==> src/design/embi_pkg.sv <==
// Package for the external memory bus interface: widths, encodings, carriers.
// Assumes a single 250 MHz clock domain; pins are resolved by the surroundings.
package embi_pkg;
  localparam int EMBI_AW = 24;
  localparam int EMBI_DW = 32;
  localparam logic [1:0] EMBI_W8 = 2'h0;
  localparam logic [1:0] EMBI_W16 = 2'h1;
  localparam logic [1:0] EMBI_W32 = 2'h2;
  // Reset widths of the two bank controls, chosen by the program-width pin
  localparam logic [1:0] EMBI_RST_W_NARROW = 2'h1;
  localparam logic [1:0] EMBI_RST_W_WIDE = 2'h2;
  localparam logic [3:0] EMBI_ALL_LANES = 4'hF;
  localparam logic [3:0] EMBI_NO_LANES = 4'h0;
  // Edges after reset release before the width pin has crossed its synchroniser
  localparam logic [1:0] EMBI_PW_SETTLE = 2'h2;
  // Ready samples ignored at the start of each bus cycle (pin, far side and synchroniser delay)
  localparam logic [2:0] EMBI_RDY_BLANK = 3'h4;

  typedef enum logic [1:0] {EMBI_SPACE_B0, EMBI_SPACE_B1, EMBI_SPACE_IO} embi_space_t;

  // Request from the processor core
  typedef struct packed {
    logic [EMBI_AW-1:0] addr;
    logic [EMBI_DW-1:0] wdata;
    logic [3:0] lanes;
    logic write;
    logic fetch;
    embi_space_t space;
  } embi_req_t;

  // Output pins of the bus other than data
  typedef struct packed {
    logic [EMBI_AW-1:0] addr;
    logic [3:0] bank0_strobe;
    logic [3:0] bank1_strobe;
    logic io_periph_strobe;
    logic read_not_write;
  } embi_pins_t;
endpackage

==> src/design/embi_sync.sv <==
// Two-flop synchroniser for pin inputs.
// Assumes the input is asynchronous to i_clock; the reset value is a constant.
`timescale 1ns/100ps
module embi_sync #(
  parameter logic RST_VAL = 1'b0
) (
  input wire logic i_clock,
  input wire logic i_rst_b,
  input wire logic i_async,
  output logic o_sync
);
  logic meta_reg;

  // First stage is read only by the second stage
  always_ff @(posedge i_clock or negedge i_rst_b) begin
    if (!i_rst_b) begin
      meta_reg <= RST_VAL;
      o_sync <= RST_VAL;
    end else begin
      meta_reg <= i_async;
      o_sync <= meta_reg;
    end
  end
endmodule

==> src/design/embi_top.sv <==
// External memory bus interface: address, data, strobes, ready and bus release.
// Assumes core requests are synchronous; pins are resolved from enables outside.
// Summary of operation
// - Drive 24-bit address on every transaction.
// - 32-bit data bus, bidirectional by direction.
// - Direction high on reads, low on writes.
// - 32-bit bank: four strobes are lane enables.
// - 8/16-bit bank: lane-3 strobe becomes address.
// - 8-bit bank only: lane-2 strobe becomes address.
// - Separate peripheral strobe for I/O space.
// - Finish current transaction before releasing bus.
// - Float bus and suspend while release granted.
// - Grant low answers a low release request.
// - Grant high when request high or ignored.
// - Width low: fetch one 32-bit word.
// - Width high: two 16-bit fetches per instruction.
// - Width pin at reset seeds bank widths.
// - Float rules for global float and reset.
`timescale 1ns/100ps
module embi_top (
  input wire logic i_clock,
  input wire logic i_rst_b,
  input wire logic i_req_valid,
  input wire embi_pkg::embi_req_t i_req,
  input wire logic [1:0] i_bank0_width,
  input wire logic [1:0] i_bank1_width,
  input wire logic i_width_load,
  input wire logic i_ignore_release_bit,
  output logic o_req_ready,
  output logic o_done,
  output logic [embi_pkg::EMBI_DW-1:0] o_rdata,
  output logic [1:0] o_bank0_width,
  output logic [1:0] o_bank1_width,
  input wire logic i_ready,
  input wire logic i_release_req_b,
  input wire logic i_global_float_request_b,
  input wire logic i_program_width_select,
  input wire logic [embi_pkg::EMBI_DW-1:0] i_ext_data_bus,
  output logic [embi_pkg::EMBI_DW-1:0] o_ext_data_bus,
  output logic o_ext_data_bus_oe,
  output embi_pkg::embi_pins_t o_pins,
  output logic o_addr_oe,
  output logic o_ctrl_oe,
  output logic o_bus_release_grant
);
  import embi_pkg::*;

  typedef enum logic [1:0] {EMBI_IDLE, EMBI_ACTIVE, EMBI_RELEASED} embi_state_t;

  embi_state_t state_reg;
  logic ready_s, rel_b_s, float_b_s, pw_s;
  logic pw_seen_reg;
  logic second_half_reg;
  embi_req_t cur_reg;
  logic [1:0] width_cur;
  logic release_wanted;
  logic [3:0] lanes_next;
  logic [EMBI_AW-1:0] addr_next;
  logic [1:0] pw_cnt_reg;
  logic [2:0] rdy_wait_reg;
  logic rdy_ok;

  embi_sync #(.RST_VAL(1'b0)) u_sync_rdy (.i_clock(i_clock), .i_rst_b(i_rst_b), .i_async(i_ready), .o_sync(ready_s));
  embi_sync #(.RST_VAL(1'b1)) u_sync_rel (.i_clock(i_clock), .i_rst_b(i_rst_b), .i_async(i_release_req_b),
    .o_sync(rel_b_s));
  embi_sync #(.RST_VAL(1'b1)) u_sync_flt (.i_clock(i_clock), .i_rst_b(i_rst_b),
    .i_async(i_global_float_request_b), .o_sync(float_b_s));
  embi_sync #(.RST_VAL(1'b0)) u_sync_pw (.i_clock(i_clock), .i_rst_b(i_rst_b), .i_async(i_program_width_select),
    .o_sync(pw_s));

  // A request is ignored while the ignore bit is set
  assign release_wanted = !rel_b_s && !i_ignore_release_bit;
  // Program fetches use the pin width, data uses the bank width
  assign width_cur = cur_reg.fetch ? (pw_s ? EMBI_W16 : EMBI_W32) :
    (cur_reg.space == EMBI_SPACE_B1 ? o_bank1_width : o_bank0_width);

  // A high ready early in a bus cycle still belongs to the previous one:
  // strobe register and far side each add an edge of delay, the synchroniser two
  always_ff @(posedge i_clock or negedge i_rst_b) begin
    if (!i_rst_b) begin
      rdy_wait_reg <= 3'h0;
    end else if (state_reg != EMBI_ACTIVE || rdy_ok) begin
      rdy_wait_reg <= 3'h0;
    end else if (rdy_wait_reg != EMBI_RDY_BLANK) begin
      rdy_wait_reg <= rdy_wait_reg + 3'h1;
    end
  end
  assign rdy_ok = ready_s && rdy_wait_reg == EMBI_RDY_BLANK;

  // Width pin caught once after reset release, only when the synchroniser holds the pin
  always_ff @(posedge i_clock or negedge i_rst_b) begin
    if (!i_rst_b) begin
      pw_seen_reg <= 1'b0;
      pw_cnt_reg <= 2'h0;
      o_bank0_width <= EMBI_RST_W_WIDE;
      o_bank1_width <= EMBI_RST_W_WIDE;
    end else if (!pw_seen_reg && pw_cnt_reg != EMBI_PW_SETTLE) begin
      pw_cnt_reg <= pw_cnt_reg + 2'h1; // Synchroniser output is still its reset value
    end else if (!pw_seen_reg) begin
      pw_seen_reg <= 1'b1;
      o_bank0_width <= pw_s ? EMBI_RST_W_NARROW : EMBI_RST_W_WIDE;
      o_bank1_width <= pw_s ? EMBI_RST_W_NARROW : EMBI_RST_W_WIDE;
    end else if (i_width_load) begin
      o_bank0_width <= i_bank0_width;
      o_bank1_width <= i_bank1_width;
    end
  end

  // Transaction sequencer; release only taken from idle so a cycle always ends
  always_ff @(posedge i_clock or negedge i_rst_b) begin
    if (!i_rst_b) begin
      state_reg <= EMBI_IDLE;
      cur_reg <= '0;
      second_half_reg <= 1'b0;
      o_done <= 1'b0;
      o_rdata <= '0;
    end else begin
      o_done <= 1'b0;
      case (state_reg)
        EMBI_IDLE: begin
          if (release_wanted) begin
            state_reg <= EMBI_RELEASED;
          end else if (i_req_valid && pw_seen_reg) begin
            cur_reg <= i_req;
            second_half_reg <= 1'b0;
            state_reg <= EMBI_ACTIVE;
          end
        end
        EMBI_ACTIVE: begin
          // Strobe stays until ready is seen; slow parts add waits
          if (rdy_ok) begin
            if (!cur_reg.write) begin
              if (cur_reg.fetch && width_cur == EMBI_W16) begin
                if (second_half_reg) o_rdata[31:16] <= i_ext_data_bus[15:0];
                else o_rdata[15:0] <= i_ext_data_bus[15:0];
              end else begin
                o_rdata <= i_ext_data_bus;
              end
            end
            if (cur_reg.fetch && width_cur == EMBI_W16 && !second_half_reg) begin
              second_half_reg <= 1'b1;
            end else begin
              o_done <= 1'b1;
              state_reg <= EMBI_IDLE;
            end
          end
        end
        EMBI_RELEASED: begin
          if (!release_wanted) state_reg <= EMBI_IDLE;
        end
        default: state_reg <= EMBI_IDLE;
      endcase
    end
  end

  // Narrow banks put low address bits on the upper strobe lines
  always_comb begin
    lanes_next = cur_reg.lanes;
    addr_next = cur_reg.addr;
    if (cur_reg.fetch && width_cur == EMBI_W16) begin
      addr_next = {cur_reg.addr[EMBI_AW-2:0], second_half_reg};
    end
    if (width_cur == EMBI_W16) begin
      lanes_next = {addr_next[0], 1'b0, 2'h3};
    end else if (width_cur == EMBI_W8) begin
      lanes_next = {addr_next[0], addr_next[1], 2'h1};
    end
  end

  // Pin registers; strobes are active high here (asserted lanes)
  always_ff @(posedge i_clock or negedge i_rst_b) begin
    if (!i_rst_b) begin
      o_pins <= '0;
      o_ext_data_bus <= '0;
    end else begin
      o_pins.addr <= addr_next;
      o_pins.read_not_write <= !(state_reg == EMBI_ACTIVE && cur_reg.write);
      o_ext_data_bus <= cur_reg.wdata;
      o_pins.bank0_strobe <= (state_reg == EMBI_ACTIVE && cur_reg.space == EMBI_SPACE_B0) ? lanes_next : EMBI_NO_LANES;
      o_pins.bank1_strobe <= (state_reg == EMBI_ACTIVE && cur_reg.space == EMBI_SPACE_B1) ? lanes_next : EMBI_NO_LANES;
      o_pins.io_periph_strobe <= state_reg == EMBI_ACTIVE && cur_reg.space == EMBI_SPACE_IO;
    end
  end

  // Output enables and grant; reset floats address and data only
  always_ff @(posedge i_clock or negedge i_rst_b) begin
    if (!i_rst_b) begin
      o_addr_oe <= 1'b0;
      o_ctrl_oe <= 1'b1;
      o_ext_data_bus_oe <= 1'b0;
      o_bus_release_grant <= 1'b1;
      o_req_ready <= 1'b0;
    end else begin
      o_addr_oe <= float_b_s && state_reg != EMBI_RELEASED;
      o_ctrl_oe <= float_b_s && state_reg != EMBI_RELEASED;
      o_ext_data_bus_oe <= float_b_s && state_reg == EMBI_ACTIVE && cur_reg.write;
      o_bus_release_grant <= !(state_reg == EMBI_RELEASED && release_wanted);
      o_req_ready <= state_reg == EMBI_IDLE && !release_wanted && pw_seen_reg;
    end
  end

  // Grant may only fall while no strobe is active
  a_grant_idle: assert property (@(posedge i_clock) disable iff (!i_rst_b)
    $fell(o_bus_release_grant) |-> !o_pins.io_periph_strobe && o_pins.bank0_strobe == EMBI_NO_LANES &&
    o_pins.bank1_strobe == EMBI_NO_LANES)
    else $error("grant fell during transaction");
  a_release_float: assert property (@(posedge i_clock) disable iff (!i_rst_b)
    !o_bus_release_grant |-> !o_addr_oe && !o_ctrl_oe && !o_ext_data_bus_oe)
    else $error("bus driven while released");
  a_grant_high: assert property (@(posedge i_clock) disable iff (!i_rst_b)
    (i_ignore_release_bit ##1 1'b1) |-> o_bus_release_grant)
    else $error("grant low while ignored");
  a_float_pin: assert property (@(posedge i_clock) disable iff (!i_rst_b)
    !float_b_s |=> !o_addr_oe && !o_ctrl_oe)
    else $error("global float ignored");
  a_dir_write: assert property (@(posedge i_clock) disable iff (!i_rst_b)
    o_ext_data_bus_oe |-> !o_pins.read_not_write)
    else $error("data driven on read");
  a_io_excl: assert property (@(posedge i_clock) disable iff (!i_rst_b)
    o_pins.io_periph_strobe |-> o_pins.bank0_strobe == EMBI_NO_LANES && o_pins.bank1_strobe == EMBI_NO_LANES)
    else $error("io strobe with bank strobe");
  a_wait_ready: assert property (@(posedge i_clock) disable iff (!i_rst_b)
    (state_reg == EMBI_ACTIVE && !ready_s) |=> state_reg == EMBI_ACTIVE)
    else $error("cycle ended without ready");
  a_ready_blank: assert property (@(posedge i_clock) disable iff (!i_rst_b)
    (state_reg == EMBI_ACTIVE && rdy_wait_reg != EMBI_RDY_BLANK) |=> state_reg == EMBI_ACTIVE)
    else $error("stale ready ended cycle");
  a_grant_low: assert property (@(posedge i_clock) disable iff (!i_rst_b)
    (state_reg == EMBI_IDLE && release_wanted ##1 release_wanted) |-> ##1 !o_bus_release_grant)
    else $error("no grant for request");
  a_narrow_lane2: assert property (@(posedge i_clock) disable iff (!i_rst_b)
    (state_reg == EMBI_ACTIVE && cur_reg.space == EMBI_SPACE_B0 && width_cur == EMBI_W16) |=> !o_pins.bank0_strobe[2])
    else $error("lane2 used as address at 16 bit");
endmodule

==> config.mk <==
export PLATFORM = sky130hd
export DESIGN_NAME = embi_top
export DESIGN_NICKNAME = d
export VERILOG_FILES = /design/src/design/embi_pkg.sv /design/src/design/embi_sync.sv /design/src/design/embi_top.sv
export SDC_FILE = /design/constraint.sdc
export NUM_CORES = 1
export LEC_CHECK = 0
export BUFFER_PORTS_ARGS = -buffer_cell sky130_fd_sc_hd__buf_2
export CORE_MARGIN = 1.5
export CORE_UTILIZATION = 51
export CTS_CLUSTER_DIAMETER = 100
export CTS_CLUSTER_SIZE = 14
export DETAILED_ROUTE_END_ITERATION = 8
export GPL_TIMING_DRIVEN = 1
export PLACE_DENSITY = 0.8
export RECOVER_POWER = 25
export SYNTH_ARGS = -nofsm -noshare
export SYNTH_HDL_FRONTEND = slang
export SYNTH_SLANG_ARGS = --single-unit
==> constraint.sdc <==
create_clock -name i_clock -period 2.35 [get_ports i_clock]
set_clock_uncertainty 0.2 [all_clocks]
set_input_delay 0.3525 -clock i_clock [delete_from_list [all_inputs] [get_ports i_clock]]
set_output_delay 0.3525 -clock i_clock [all_outputs]
set_load 0.05 [all_outputs]
# ---- Word-level counts from Yosys, hierarchy flattened
# Cells that the tools add are included.
dict set report totals {
  register_bits 189
  input_bits 109
  out_inout_bits 108
  wordCells 126
}
dict set report op_classes {
  n_addsub 2
  eq_ne 20
  muxes 31
  bitwise_logic 3
  n_reduce_logical 35
}
# cell count
set ops {}
lappend ops {{$mux W16} 2}
lappend ops {{$mux W32} 1}
lappend ops {{$mux W2} 12}
lappend ops {{$mux W24} 1}
lappend ops {{$ne A2 B2 Y1 const B} 11}
lappend ops {{$logic_and A1 B1 Y1} 16}
lappend ops {{$mux W4} 4}
lappend ops {{$reduce_and A4 Y1} 3}
lappend ops {{$logic_not A1 Y1} 7}
lappend ops {{$mux W1} 7}
lappend ops {{$eq A2 B1 Y1 const B} 3}
lappend ops {{$logic_not A2 Y1} 3}
lappend ops {{$mux W3} 2}
lappend ops {{$ne A3 B3 Y1 const B} 2}
lappend ops {{$pmux W2 S3} 1}
lappend ops {{$reduce_and A5 Y1} 1}
lappend ops {{$eq A2 B2 Y1 const B} 2}
lappend ops {{$reduce_bool A2 Y1} 2}
lappend ops {{$add A3 B1 Y3 const B} 1}
lappend ops {{$eq A3 B3 Y1 const B} 1}
lappend ops {{$not A1 Y1} 3}
lappend ops {{$reduce_and A3 Y1} 1}
lappend ops {{$add A2 B1 Y2 const B} 1}
lappend ops {{$ne A2 B1 Y1 const B} 1}
lappend ops {{3 further kinds} 3}

# ---- Longest topological paths before layout
dict set report depth {
  word_depth 9
  mapped_depth 8
  ltp_nobuf 6
}

# ---- Cells and area by module
# A second synthesis with hierarchy kept.
dict set report hier_totals {
  hier_cells 478
  area_unflattened_um2 6947.9
}
# mod n_inst cells_each area_each_um2 seq_area_each_um2
set by_module_without_submodules {}
lappend by_module_without_submodules {embi_top 1 470 6742.7 4534.3}
lappend by_module_without_submodules {{embi_sync (u_sync_flt ...)} 2 2 52.6 52.6}
lappend by_module_without_submodules {{embi_sync (u_sync_pw ...)} 2 2 50.0 50.0}

# ---- Worst setup path before layout
# OpenSTA, ideal clock, no wires.
dict set report synth_timing {
  path_kind {register -> register}
  startpoint {register rdy_wait_reg[0]}
  endpoint {register o_rdata[10] (netlist bit)}
  setup_time_ns 0.125
  arrival_ns 1.683
  t_required_ns 2.025
  path_slack_ns 0.342
  path_stages_with_launch 8
  path_buffers 1
  synth_period_minus_slack_ns 2.008
  cell_sequence {dfrtp_1 -> inv_1 -> ha_1 -> nand3_1 -> nor3_4 -> nand2_4 -> buf_6 -> mux2_4}
}
dict set report synth_between {
  elab_chain_cells 3
}
# item line_no
set synth_rtl {}
lappend synth_rtl {{start: declaration} embi_top.sv:60} ;# logic [2:0] rdy_wait_reg;
lappend synth_rtl {{start signal: assignment} embi_top.sv:85} ;# rdy_wait_reg <= rdy_wait_reg + 3'h1;
lappend synth_rtl {{$eq A3 B3 Y1} embi_top.sv:88} ;# assign rdy_ok = ready_s && rdy_wait_reg == EMBI_RDY_BLANK;
lappend synth_rtl {{$logic_and A1 B1 Y1} embi_top.sv:88}
lappend synth_rtl {{$reduce_and A4 Y1 (no source line)} n/a}
lappend synth_rtl {{end signal: assignment} embi_top.sv:137} ;# o_rdata <= i_ext_data_bus;
lappend synth_rtl {{end: declaration} embi_top.sv:31} ;# output logic [embi_pkg::EMBI_DW-1:0] o_rdata,
# No other way between the ends.
# A chain may end at the register's enable or synchronous reset.

# ---- Worst setup path in the final report
dict set report layout_timing {
  startpoint {register rdy_wait_reg[0]}
  endpoint {register o_rdata[8] (netlist bit)}
}
# The elaborated chain is that of the path after synthesis.

==> qor.yml <==
ys_ff_latch: 189
initial_core_util_pct: 52.48
grt_antenna_before_repair: 0
yosysMostFrequentCell: "dfrtp_1"
grt_pass1_vias: 5537
period_share_pct: 88.60
dp_hpwl_um: 10890
cts_made_buffers: 17
cap_viol_max_count: 0
path_clk_slew_ns: 0.07
hold-worst-slack_ns: 0.06049
arrival_ns: 2.19
rsz0062_at_grt: "no"
ant_nets: 0
grt_pass1_wl_um: 27560
synth_area_leader_cell: "dfrtp_1"
placementRows: 42
vias: 5011
place_congestion: 0.8013
layout-drive-gt1-share_pct: 44.49
coreArea_um2: 13300
ys.flop_type: "dfrtp_1"
hold_viol: 0
cts_tree: "built"
async_flop_share_pct: 100.0
h-tree-depth: 4
clock_sinks: 189
cp_slowest_cell: "dfrtp_1"
syn2layout_area_growth_pct: 39.38
io_pins: 217
register_area_um2: 4740
insertion_delay_ns: 0.42
synth_common_cells: "181 x dfrtp_1, 86 x nand2_1, 73 x mux2_2, 16 x o22ai_1, 14 x nor2_1"
die_x_um: 120.0
wirelength_um: 16970
synth.top_cell.area_share_pct: 64.92
crit_fanout: 16
die_y_um: 120.0
status: "finished, final reports clean"
yosysUniqueCellTypes: 39
synth_area_um2: 6977
max-vdd-ir-drop_mv: 0.9554
pre_cts_ws_ns: 0.3004
drcViolationCount: 0
die_area_um2: 14390
synthTopCellsByArea: "dfrtp_1 65%, mux2_2 12%, nand2_1 4.6%, dfstp_2 3.0%, a2bb2oi_2 2.2%"
drv_slew: 0
io_buffers: 216
cp_top_family: "simple AND/OR/NAND/NOR gates"
synth-edff-count: 0
start_kind: "flip-flop"
cts_setup_buffers: 0
drt-pass1-iter-count: 4
endpoint_kind: "flip-flop"
pwr_density_cell_nw_per_um2: 1504
viasPerCell: 5.051
largest_reg_flops: 64
final.setup.tns_ns: 0
wl_per_cell_um: 17.11
syn_inst: 492
min_path_type: "in2reg"
final_util_pct: 73.14
crit_required_ns: 2.46
ys_warn_count: 0
worstSetupPathType: "reg2reg"
fin_total_pwr_mw: 14.63
setup_viol: 0
critPathBufInv: 1
synth_area_per_cell_um2: 14.18
fin_ws_ns: 0.2678
slew_headroom_pct: 57.04
cp_cell_sequence: "inv_1, ha_1, nand3_1, nor3_4, nand2_4, mux2_4"
fmax_mhz: 480.3
multi_input_area_um2: 2052
finalCriticalPeriod_ns: 2.082
cts_root_buffer: "clkbuf_16"
cpPeakStageDelay_ns: 0.39
n_fill_cell: 848
drt_iter0_markers: 241
yosysSeqAreaShare_pct: 67.93
cts_resized: 0
cts_buffer_depth: 2
grt_overflow_total: 0
mappedNetlistNets: 604
grt_use_total_pct: 24.76
nets: 915
p_leak_nw: 4.858
diodes: 0
tightest_slew_ns: 0.6444
grt_max_degree: 61
hold_buffers: 86
[per-stage QoR]
stage,area (um2),std cells
detailed placement,8279,874
global route,9724,992
global placement,8279,874
finish,9724,992
CTS,9747,992
floorplan,6977,492
[per-layer routing]
| metal | track usage [%] | vias up | routed length, um |
|---|---|---|---|
| met3 | 7.224 | 37 | 1182 |
| met2 | 41.57 | 200 | 8421 |
| met5 | 0 | - | 0 |
| li1 | - | 2303 | - |
| met1 | 29.86 | 2471 | 6997 |
| met4 | 10.49 | 0 | 369 |
[path summary, 6_finish.rpt]
| path | slack, ns | depth (start not counted) | to | from |
|---|---|---|---|---|
| min | 0.06 | 3 | o_rdata[18] | i_ext_data_bus[18] |
| max reg2reg | 0.27 | 6 | o_rdata[8] | rdy_wait_reg[0] |
| max | 0.27 | 6 | o_rdata[8] | rdy_wait_reg[0] |
| min in group asynchronous | 0.25 | 2 | cur_reg[33] | i_rst_b |
| max in group asynchronous | 0.61 | 3 | o_rdata[19] | i_rst_b |
| min reg2reg | 0.15 | 0 | u_sync_rdy.o_sync | u_sync_rdy.meta_reg |
[power breakdown]
group | switching [mW] | internal, mW | total [mW]
combinational | 4.37 | 1.85 | 6.22
clock | 1.22 | 1.71 | 2.93
sequential | 0.775 | 4.70 | 5.48
total | 6.36 | 8.27 | 14.6
[kinds of logic after synthesis]
| group | share of synthesized area [%] |
|---|---|
| compound gates | 6.618 |
| xor+xnor | 0.1256 |
| fa+ha+maj | 0.5381 |
| buf+inv | 2.744 |
| flops | 67.93 |
| mux | 14.37 |
| simple gates | 7.676 |
[cell type report]
type                       count  area share, %
clock inverter                13          1.686
timing repair buffer         315          21.35
tap                          176          2.265
sequential                   189          48.74
multi-input combinational    272          21.10
inverter                       8         0.3088
clock buffer                  19          4.555
[worst min-delay path, cell delays in order]
cell	delay, ns
buf_2	0.08
o22ai_1	0.07
a2bb2oi_1	0.14
[cell usage in the layout, fill, tap and decap left out, types with 10 or more instances in the layout]
cell type      instances
clkbuf_16             17
mux2_4                10
nand2_1               85
mux2_2                73
nor2_1                14
a2bb2oi_2             10
o21ai_0               13
buf_2                213
dlygate4sd3_1         86
dfrtp_1              181
o22ai_1               16
No activity file was read; power rests on OpenSTA's default activity.
